### src/common/t2fbs_pkg.sv
/*
  constants for the second timer's flag and serial clock select block.
  assumes a single system clock domain; no register bus, all bits are ports.
*/
package t2fbs_pkg;
  localparam int          TMR_WIDTH   = 16;
  localparam logic [15:0] TMR_RST     = 16'h0000;
  localparam logic [15:0] TMR_MAX     = 16'hFFFF;
  localparam logic [15:0] TMR_ONE     = 16'h0001;
  localparam logic [1:0]  MODE_1      = 2'h1;
  localparam logic [1:0]  MODE_3      = 2'h3;
  localparam logic [1:0]  PRESCALE_LAST = 2'h1;
  localparam logic        SEL_TIMER1  = 1'h0;
  localparam logic        SEL_TIMER2  = 1'h1;

  typedef enum logic [1:0] {
    T2FBS_IDLE    = 2'b00,
    T2FBS_RELOAD  = 2'b01,
    T2FBS_CAPTURE = 2'b10,
    T2FBS_BAUD    = 2'b11
  } t2fbs_mode_t;
endpackage : t2fbs_pkg

### src/rtl/t2fbs_top.sv
/*
  second 16-bit timer: overflow and trigger-edge flags, capture/reload, and
  serial receive/transmit clock source selection.
  assumes the core drives flag clears and control bits on CLK_I; the trigger
  pin is asynchronous and is synchronised here.
*/
`timescale 1ns/1ps
`default_nettype none
// Contract
// - overflow sets flag unless serial select active
// - pin fall capture/reload sets edge flag
// - receive clock select chooses timer overflow
// - transmit clock select chooses timer overflow
// - serial select forces auto-reload on overflow
// - capture mode latches timer on pin fall
module t2fbs_top #(
  parameter int WIDTH = t2fbs_pkg::TMR_WIDTH
) (
  // clock and reset
  input  wire logic             CLK_I,
  input  wire logic             NRST_I,
  // timer control
  input  wire logic             RUN_I,
  input  wire logic             CAPTURE_NOT_RELOAD_SEL_I,
  input  wire logic             TRIGGER_PIN_ENABLE_I,
  input  wire logic             CAPTURE_RELOAD_TRIGGER_PIN_I,
  input  wire logic             RELOAD_WR_I,
  input  wire logic [WIDTH-1:0] RELOAD_DATA_I,
  // flag clears from software
  input  wire logic             OVF_FLAG_CLR_I,
  input  wire logic             EDGE_FLAG_CLR_I,
  // serial clock selection
  input  wire logic             RX_CLOCK_SOURCE_SEL_I,
  input  wire logic             TX_CLOCK_SOURCE_SEL_I,
  input  wire logic [1:0]       SERIAL_MODE_I,
  input  wire logic             TIMER1_OVF_I,
  // status and outputs
  output logic                  TIMER_TWO_OVERFLOW_FLAG_O,
  output logic                  TRIGGER_EDGE_FLAG_O,
  output logic [WIDTH-1:0]      COUNT_O,
  output logic [WIDTH-1:0]      CAPTURE_RELOAD_O,
  output logic                  RX_BAUD_TICK_O,
  output logic                  TX_BAUD_TICK_O
);
  // refuse widths at elaboration; the all-ones compare cannot serve a wider count
  if (WIDTH < 2 || WIDTH > 16) begin : g_width_check
    $error("t2fbs_top: WIDTH must lie in 2..16");
  end

  typedef struct packed {
    logic [WIDTH-1:0] cnt;
    logic [WIDTH-1:0] crl;
    logic [1:0]       pre;
    logic             ovf_flag;
    logic             edge_flag;
    logic             rx_tick;
    logic             tx_tick;
  } t2fbs_state_t;

  t2fbs_state_t st_q, st_d;
  t2fbs_pkg::t2fbs_mode_t mode;
  logic fall;
  logic serial_sel;
  logic serial_mode;
  logic step;
  logic ovf;
  logic trig;

  t2fbs_edge i_t2fbs_edge (
    .clk_i  (CLK_I),
    .nrst_i (NRST_I),
    .pin_i  (CAPTURE_RELOAD_TRIGGER_PIN_I),
    .fall_o (fall)
  );

  assign serial_sel  = RX_CLOCK_SOURCE_SEL_I | TX_CLOCK_SOURCE_SEL_I;
  assign serial_mode = (SERIAL_MODE_I == t2fbs_pkg::MODE_1) ||
                       (SERIAL_MODE_I == t2fbs_pkg::MODE_3);
  // timer mode counts once every two system clocks
  assign step = RUN_I && (st_q.pre == t2fbs_pkg::PRESCALE_LAST);
  assign ovf  = step && (st_q.cnt == WIDTH'(t2fbs_pkg::TMR_MAX));
  assign trig = fall && TRIGGER_PIN_ENABLE_I;

  always_comb begin
    if (serial_sel) begin
      mode = t2fbs_pkg::T2FBS_BAUD;
    end else if (CAPTURE_NOT_RELOAD_SEL_I) begin
      mode = t2fbs_pkg::T2FBS_CAPTURE;
    end else begin
      mode = t2fbs_pkg::T2FBS_RELOAD;
    end
  end

  always_comb begin
    st_d = st_q;
    st_d.pre = RUN_I ? (step ? 2'h0 : st_q.pre + 2'h1) : 2'h0;
    if (RELOAD_WR_I) begin
      st_d.crl = RELOAD_DATA_I;
    end
    if (step) begin
      st_d.cnt = st_q.cnt + WIDTH'(t2fbs_pkg::TMR_ONE);
    end
    case (mode)
      t2fbs_pkg::T2FBS_BAUD: begin
        if (ovf) begin
          st_d.cnt = st_q.crl;
        end
      end
      t2fbs_pkg::T2FBS_CAPTURE: begin
        if (trig) begin
          st_d.crl = st_q.cnt;
        end
      end
      t2fbs_pkg::T2FBS_RELOAD: begin
        if (ovf || trig) begin
          st_d.cnt = st_q.crl;
        end
      end
      default: begin
        st_d.cnt = st_q.cnt;
      end
    endcase
    // the set wins over a clear arriving in the same cycle
    if (OVF_FLAG_CLR_I) begin
      st_d.ovf_flag = 1'h0;
    end
    if (ovf && !serial_sel) begin
      st_d.ovf_flag = 1'h1;
    end
    if (EDGE_FLAG_CLR_I) begin
      st_d.edge_flag = 1'h0;
    end
    // in baud mode the pin no longer reloads, but it still flags
    if (trig) begin
      st_d.edge_flag = 1'h1;
    end
    if (RX_CLOCK_SOURCE_SEL_I == t2fbs_pkg::SEL_TIMER2) begin
      st_d.rx_tick = serial_mode && ovf;
    end else begin
      st_d.rx_tick = serial_mode && TIMER1_OVF_I;
    end
    if (TX_CLOCK_SOURCE_SEL_I == t2fbs_pkg::SEL_TIMER2) begin
      st_d.tx_tick = serial_mode && ovf;
    end else begin
      st_d.tx_tick = serial_mode && TIMER1_OVF_I;
    end
  end

  always_ff @(posedge CLK_I or negedge NRST_I) begin
    if (!NRST_I) begin
      st_q <= '{cnt: WIDTH'(t2fbs_pkg::TMR_RST), crl: WIDTH'(t2fbs_pkg::TMR_RST),
                pre: 2'h0, ovf_flag: 1'h0, edge_flag: 1'h0, rx_tick: 1'h0,
                tx_tick: 1'h0};
    end else begin
      st_q <= st_d;
    end
  end

  assign TIMER_TWO_OVERFLOW_FLAG_O = st_q.ovf_flag;
  assign TRIGGER_EDGE_FLAG_O       = st_q.edge_flag;
  assign COUNT_O                   = st_q.cnt;
  assign CAPTURE_RELOAD_O          = st_q.crl;
  assign RX_BAUD_TICK_O            = st_q.rx_tick;
  assign TX_BAUD_TICK_O            = st_q.tx_tick;

  a_ovf_flag_set: assert property (@(posedge CLK_I) disable iff (!NRST_I)
    ovf && !serial_sel |=> TIMER_TWO_OVERFLOW_FLAG_O)
    else $error("overflow did not set flag");
  a_ovf_flag_baud: assert property (@(posedge CLK_I) disable iff (!NRST_I)
    serial_sel && !TIMER_TWO_OVERFLOW_FLAG_O && !(ovf && !serial_sel)
    |=> !TIMER_TWO_OVERFLOW_FLAG_O)
    else $error("overflow flag rose in baud mode");
  a_ovf_flag_sticky: assert property (@(posedge CLK_I) disable iff (!NRST_I)
    TIMER_TWO_OVERFLOW_FLAG_O && !OVF_FLAG_CLR_I |=> TIMER_TWO_OVERFLOW_FLAG_O)
    else $error("overflow flag cleared without software");
  a_edge_flag_set: assert property (@(posedge CLK_I) disable iff (!NRST_I)
    trig |=> TRIGGER_EDGE_FLAG_O)
    else $error("trigger edge did not set flag");
  a_edge_flag_hold: assert property (@(posedge CLK_I) disable iff (!NRST_I)
    TRIGGER_EDGE_FLAG_O && !EDGE_FLAG_CLR_I |=> TRIGGER_EDGE_FLAG_O)
    else $error("edge flag cleared without software");
  a_rx_tick_src: assert property (@(posedge CLK_I) disable iff (!NRST_I)
    serial_mode && RX_CLOCK_SOURCE_SEL_I && ovf |=> RX_BAUD_TICK_O)
    else $error("receive tick missed timer two overflow");
  a_tx_tick_src: assert property (@(posedge CLK_I) disable iff (!NRST_I)
    serial_mode && !TX_CLOCK_SOURCE_SEL_I |=> TX_BAUD_TICK_O == $past(TIMER1_OVF_I))
    else $error("transmit tick not from timer one");
  a_baud_reload: assert property (@(posedge CLK_I) disable iff (!NRST_I)
    serial_sel && ovf && !RELOAD_WR_I |=> COUNT_O == $past(CAPTURE_RELOAD_O))
    else $error("baud mode did not auto-reload");
  a_capture_val: assert property (@(posedge CLK_I) disable iff (!NRST_I)
    !serial_sel && CAPTURE_NOT_RELOAD_SEL_I && trig && !RELOAD_WR_I
    |=> CAPTURE_RELOAD_O == $past(COUNT_O))
    else $error("capture did not latch count");

  c_overflow: cover property (@(posedge CLK_I) disable iff (!NRST_I) ovf && !serial_sel);
  c_capture: cover property (@(posedge CLK_I) disable iff (!NRST_I)
    trig && mode == t2fbs_pkg::T2FBS_CAPTURE);
  c_baud_tick: cover property (@(posedge CLK_I) disable iff (!NRST_I) RX_BAUD_TICK_O);
  c_set_clear: cover property (@(posedge CLK_I) disable iff (!NRST_I) ovf && OVF_FLAG_CLR_I);
endmodule : t2fbs_top
`default_nettype wire

### src/rtl/t2fbs_edge.sv
/*
  two-flop synchroniser with falling edge detect for an external pin.
  assumes the pin is asynchronous to CLK_I; the edge pulse lags the pin by 2 edges.
*/
`timescale 1ns/1ps
`default_nettype none
module t2fbs_edge (
  input  wire logic clk_i,
  input  wire logic nrst_i,
  input  wire logic pin_i,
  output logic      fall_o
);
  typedef struct packed {
    logic s1;
    logic s2;
    logic s3;
  } t2fbs_edge_t;

  t2fbs_edge_t st_q, st_d;

  always_comb begin
    st_d    = st_q;
    st_d.s1 = pin_i;
    st_d.s2 = st_q.s1;
    st_d.s3 = st_q.s2;
  end

  always_ff @(posedge clk_i or negedge nrst_i) begin
    if (!nrst_i) begin
      st_q <= '{s1: 1'h1, s2: 1'h1, s3: 1'h1};
    end else begin
      st_q <= st_d;
    end
  end

  // only the second and third stages feed the detector
  assign fall_o = st_q.s3 & ~st_q.s2;
endmodule : t2fbs_edge
`default_nettype wire

### config.mk
export PLATFORM = sky130hd
export DESIGN_NAME = t2fbs_top
export DESIGN_NICKNAME = d
export VERILOG_FILES = /design/src/common/t2fbs_pkg.sv /design/src/rtl/t2fbs_top.sv /design/src/rtl/t2fbs_edge.sv
export SDC_FILE = /design/constraint.sdc
export NUM_CORES = 1
export LEC_CHECK = 0
export BUFFER_PORTS_ARGS = -buffer_cell sky130_fd_sc_hd__buf_2
export CAP_MARGIN = 20
export CORE_MARGIN = 2
export CORE_UTILIZATION = 47
export CTS_BUF_LIST = sky130_fd_sc_hd__clkbuf_16
export CTS_CLUSTER_SIZE = 30
export DETAILED_ROUTE_END_ITERATION = 8
export PLACE_DENSITY = 0.76
export SKIP_LAST_GASP = 1
export SYNTH_ARGS = -nofsm -noshare
export SYNTH_HDL_FRONTEND = slang
export SYNTH_SLANG_ARGS = --single-unit
### constraint.sdc
create_clock -name CLK_I -period 1.8 [get_ports CLK_I]
set_clock_uncertainty 0.05 [all_clocks]
set_input_delay 0 -clock CLK_I [delete_from_list [all_inputs] [get_ports CLK_I]]
set_output_delay 0 -clock CLK_I [all_outputs]
set_load 0.02 [all_outputs]
# After elaboration in Yosys (flattened, before gate mapping)
# Index checks and enable logic that the tools add are counted.
# W data, S select, Z words.
dict set report classes {
  addsub 2
  n_eq_ne 7
  mux 17
  n_bitwise 3
  n_reduce_logical 12
}
# operator count
set ops {}
lappend ops {{$mux W16} 6}
lappend ops {{$pmux W16 S3} 1}
lappend ops {{$add A16 B1 Y16 const B} 1}
lappend ops {{$eq A16 B16 Y1 const B} 1}
lappend ops {{$mux W2} 4}
lappend ops {{$eq A2 B1 Y1 const B} 3}
lappend ops {{$eq A2 B2 Y1 const B} 3}
lappend ops {{$logic_and A1 B1 Y1} 6}
lappend ops {{$mux W1} 6}
lappend ops {{$reduce_bool A2 Y1} 2}
lappend ops {{$reduce_bool A3 Y1} 1}
lappend ops {{$add A2 B1 Y2 const B} 1}
lappend ops {{$logic_or A1 B1 Y1} 2}
lappend ops {{$and A1 B1 Y1} 1}
lappend ops {{$logic_not A1 Y1} 1}
lappend ops {{$not A1 Y1} 1}
lappend ops {{$or A1 B1 Y1} 1}
dict set report word_totals {
  register_bits 41
  inputBits 30
  output_inout_bits 36
}

# Depth between registers and ports, before layout
dict set report logic_depth {
  ltp_word 6
  mapped_depth 7
  mapped_depth_nobuf 6
}

# Cells and area by module
# A second synthesis with hierarchy kept.
dict set report hier_totals {
  cells_unflattened 205
  area_unflattened_um2 2257.2
}
# module n_inst cells_each area_each_um2 seq_area_each_um2
set by_module_without_submodules {}
lappend by_module_without_submodules {t2fbs_top 1 201 2164.6 950.9}
lappend by_module_without_submodules {t2fbs_edge 1 4 92.6 78.8}

# Least setup slack after synthesis
# OpenSTA, ideal clock, no wires.
dict set report synth_path {
  path_kind {reg-to-reg}
  from {reg st_q, in the netlist COUNT_O[0]}
  to {reg st_q, in the netlist COUNT_O[10]}
  setup_ps 125
  t_arrival_ps 1768
  path_slack_ps -143
  stages_incl_launch_ff 8
  path_buffers 1
  synth_period_minus_slack_ps 1943
  path_cell_list {dfrtp_1 ha_1 nand3_2 nor4_4 and3_4 o21ai_4 buf_12 mux2_4}
}
dict set report synth_via {
  elab_chain_len 5
  word_cells_on_any_way 8
}
# item line_no
set synth_lines {}
lappend synth_lines {{from (decl)} t2fbs_top.sv:60} ;# t2fbs_state_t st_q, st_d;
lappend synth_lines {{from (signal assigned)} t2fbs_top.sv:151} ;# st_q <= '{cnt: WIDTH'(t2fbs_pkg::TMR_RST), crl: WIDTH'(t2fbs_pkg::TMR_RST),
lappend synth_lines {{from (signal assigned)} t2fbs_top.sv:155} ;# st_q <= st_d;
lappend synth_lines {{parallel branches: the longest is 4 deep, another holds $add A16 B1 Y16} -}
lappend synth_lines {{$pmux W16 S3 *} t2fbs_top.sv:103} ;# case (mode)
# Every way passes the cells marked *.
# A chain may end at the register's enable or synchronous reset.

# Worst setup path after layout
dict set report layout_path {
  from {reg st_q[5] (netlist bit)}
  to {reg st_q, in the netlist COUNT_O[6]}
}
dict set report layout_via {
  elab_chain_len 6
  word_cells_on_any_way 8
}
# item line_no
set layout_lines {}
lappend layout_lines {{$eq A2 B1 Y1 *} t2fbs_top.sv:80} ;# assign step = RUN_I && (st_q.pre == t2fbs_pkg::PRESCALE_LAST);
lappend layout_lines {{$logic_and A1 B1 Y1 *} t2fbs_top.sv:80}
lappend layout_lines {{$logic_and A1 B1 Y1} t2fbs_top.sv:81} ;# assign ovf = step && (st_q.cnt == WIDTH'(t2fbs_pkg::TMR_MAX));
lappend layout_lines {{$logic_or A1 B1 Y1} t2fbs_top.sv:115} ;# if (ovf || trig) begin
lappend layout_lines {{$mux W16} t2fbs_top.sv:115}
lappend layout_lines {{$pmux W16 S3 *} t2fbs_top.sv:103}
# Mark *: on every way between the ends. The rest lies on a longest branch, timed or not.

==> flow_metrics.tcl <==
set metrics [dict create \
    status "finished with violations" \
    violations "hold timing, setup timing" \
    clk-insertion-delay-late_ps 280 \
    initial_core_util 0.486 \
    slew-limit-headroom 0.612 \
    hold_slack_ps -0.761 \
    synthArstFlopShare 1.00 \
    wire_per_inst_um 14.1 \
    drv_slew 0 \
    total_power_w 0.00337 \
    final_area_sq_um 2970 \
    synth.area.top_cells "dfrtp_1, buf_4, mux2i_1, mux2_4, xnor2_1" \
    fin_nets 319 \
    ir_worst_vdd_uv 573 \
    max_cap_violations 0 \
    syn-num-nets 238 \
    numPortBuffers 64 \
    setup_slack_ps -14.4 \
    drc 0 \
    grt_pass1_wl_um 7590 \
    post-route-min-period_ps 1810 \
    numCtsBuffers 5 \
    crit_fanout 3 \
    period_share 1.01 \
    die_area_sq_um 5430 \
    rsz0062_at_grt "true" \
    boundaryPins 66 \
    initialDrtViolationCount 84 \
    post_synth_num_cell_types 34 \
    syn-cell-area_sq_um 2280 \
    reg2reg_slack_ps -10 \
    hold_viol 1 \
    die_x_um 73.7 \
    yosysWarnings 0 \
    synth_common_cells "dfrtp_1, buf_4, nor2_1" \
    ant_nets 0 \
    cts_resized 0 \
    cp-start-kind "flip-flop" \
    grt_pass1_vias 1620 \
    setup_tns_ps -32.7 \
    drt_first_pass_iters 4 \
    required_ps 1920 \
    path_clk_slew_ps 60 \
    grt-ovfl-total 0 \
    drive_above_1_share 0.429 \
    cp_data_arrival_time_ps 1930 \
    p_leak_nw 1.50 \
    yosys_most_used_dff "dfrtp_1" \
    crit_path_end_kind "flip-flop" \
    n_antenna_cell 0 \
    setup_viol 7 \
    viasPerCell 4.92 \
    synth.largest_area_cell "dfrtp_1" \
    vias 1688 \
    synth.avg_cell_area_sq_um 11.0 \
    cts.sinks 41 \
    syn-instance-count 207 \
    fin_util 0.633 \
    die_h_um 73.7 \
    critical_path_class "reg -> reg" \
    synthToLayoutAreaGrowth_pct 30.2 \
    max_freq_ghz 0.551 \
    clk_path_buf_depth 2 \
    placed_area_sq_um 2550 \
    hold_path.class "in -> reg" \
    yosysMostFrequentCell "dfrtp_1" \
    yosysSeqAreaShare 0.451 \
    root_buffer "clkbuf_16" \
    rows 25 \
    p_per_area_nw_per_um2 1140 \
    antenna_found_initial 0 \
    grt_use_total 0.187 \
    yosys_register_bits 41 \
    yosysTopAreaCellShare 0.417 \
    h-tree-depth 2 \
    synth-edff-count 0 \
    tightest_slew_ps 582 \
    grt_max_degree 42 \
    cts_tree "done" \
    dp_hpwl_um 3020 \
    finalWirelength_um 4830 \
    coreArea_sq_um 4690 \
    gp_congestion 0.745 \
]
[final timing paths]
check	depth (start not counted)	endpoint	startpoint
worst max-delay path	7	COUNT_O[6]$_DFFE_PN0P_	st_q[5]$_DFF_PN0_
worst min-delay path	3	TRIGGER_EDGE_FLAG_O$_DFFE_PN0P_	TRIGGER_PIN_ENABLE_I
worst max register to register	7	COUNT_O[6]$_DFFE_PN0P_	st_q[5]$_DFF_PN0_
worst min register to register	0	i_t2fbs_edge.st_d[0]$_DFF_PN1_	i_t2fbs_edge.st_d[1]$_DFF_PN1_
max in group asynchronous	3	i_t2fbs_edge.st_d[1]$_DFF_PN1_	NRST_I
min in group asynchronous	3	TIMER_TWO_OVERFLOW_FLAG_O$_DFFE_PN0P_	NRST_I
[final cells by class]
cell class / count / area [sq um]
Fill cell: 365 / 1720
Sequential cell: 41 / 1030
Multi-Input combinational cell: 124 / 956
Timing Repair Buffer: 113 / 763
Clock buffer: 5 / 125
Tap cell: 54 / 67.6
Clock inverter: 3 / 17.5
Inverter: 3 / 11.3
[state kept, by name, indices dropped and copies added (netlist names)]
register and cells:
CAPTURE_RELOAD_O 16, COUNT_O 16, i_t2fbs_edge.st_d 2, st_q 2
RX_BAUD_TICK_O 1, TIMER_TWO_OVERFLOW_FLAG_O 1, TRIGGER_EDGE_FLAG_O 1, TX_BAUD_TICK_O 1
i_t2fbs_edge.st_q 1
[cell usage in the layout, fill, tap and decap left out, types with 2 or more instances in the layout]
master and count:
mux2_4 10, dfstp_2 3, clkbuf_16 5, nand4_1 4, xnor2_1 13, xor2_1 2
or2_2 2, dfrtp_1 38, nor2b_1 2, buf_4 23, nor2_1 21, mux2_2 6
mux2i_1 18, buf_2 64, nand3_1 2, inv_1 3, a21oi_1 16, o21ai_0 2
dlygate4sd3_1 25, clkinv_2 2, nand2_1 12
[power by group]
group / switching [W] / internal (W) / total, W
Combinational: 0.000636 / 0.000613 / 0.00125
Clock: 0.000363 / 0.000508 / 0.000871
Sequential: 0.000146 / 0.00111 / 0.00125
Total: 0.00114 / 0.00223 / 0.00337
[kinds of logic (layout without fill, tap and decap cells)]
group | count (synthesis) | after routing | share of synthesized area
AO/OA/AOI/OAI | 19 | 19 | 0.0466
XOR/XNOR | 15 | 15 | 0.0576
adder cells (fa/ha/maj) | 1 | 1 | 0.00548
buffers and inverters | 42 | 124 | 0.129
flip-flops | 41 | 41 | 0.451
multiplexers | 34 | 34 | 0.174
AND/OR/NAND/NOR | 55 | 55 | 0.135
[through the flow]
step                      cells  worst slack [ps]
final                       343             -14.4
after global routing        343              -102
after CTS                   340             -15.7
after detailed placement    307              3.65
after global placement      307              26.4
after floorplan             207             -54.8
[routing by layer]
metal | part of all wire | global-route usage | routed length, um | vias up
met2 | 0.49 | 0.310 | 2380 | 52
met3 | 0.052 | 0.0466 | 252 | 7
met5 | 0 | 0 | 0 | -
met4 | 0.013 | 0.0646 | 61 | 0
li1 | - | - | - | 827
met1 | 0.44 | 0.238 | 2140 | 802
[what timing repair did]
action | CTS | global route
setup endpoints to repair | 6 | 16
hold buffers | 25 | 0
hold endpoints to repair | 60 | 0
pin swaps | 0 | 0
buffers inserted | 0 | 3
gates cloned | 0 | 0
[critical path, cell delays in order, from the launching register on]
cell      delay (ps)
dfrtp_1          390
nand3b_4         180
buf_4            150
buf_4            130
or2_2            330
nor2_1           140
xor2_1            80
mux2_4           250
Power figures use the tool's default switching activity.
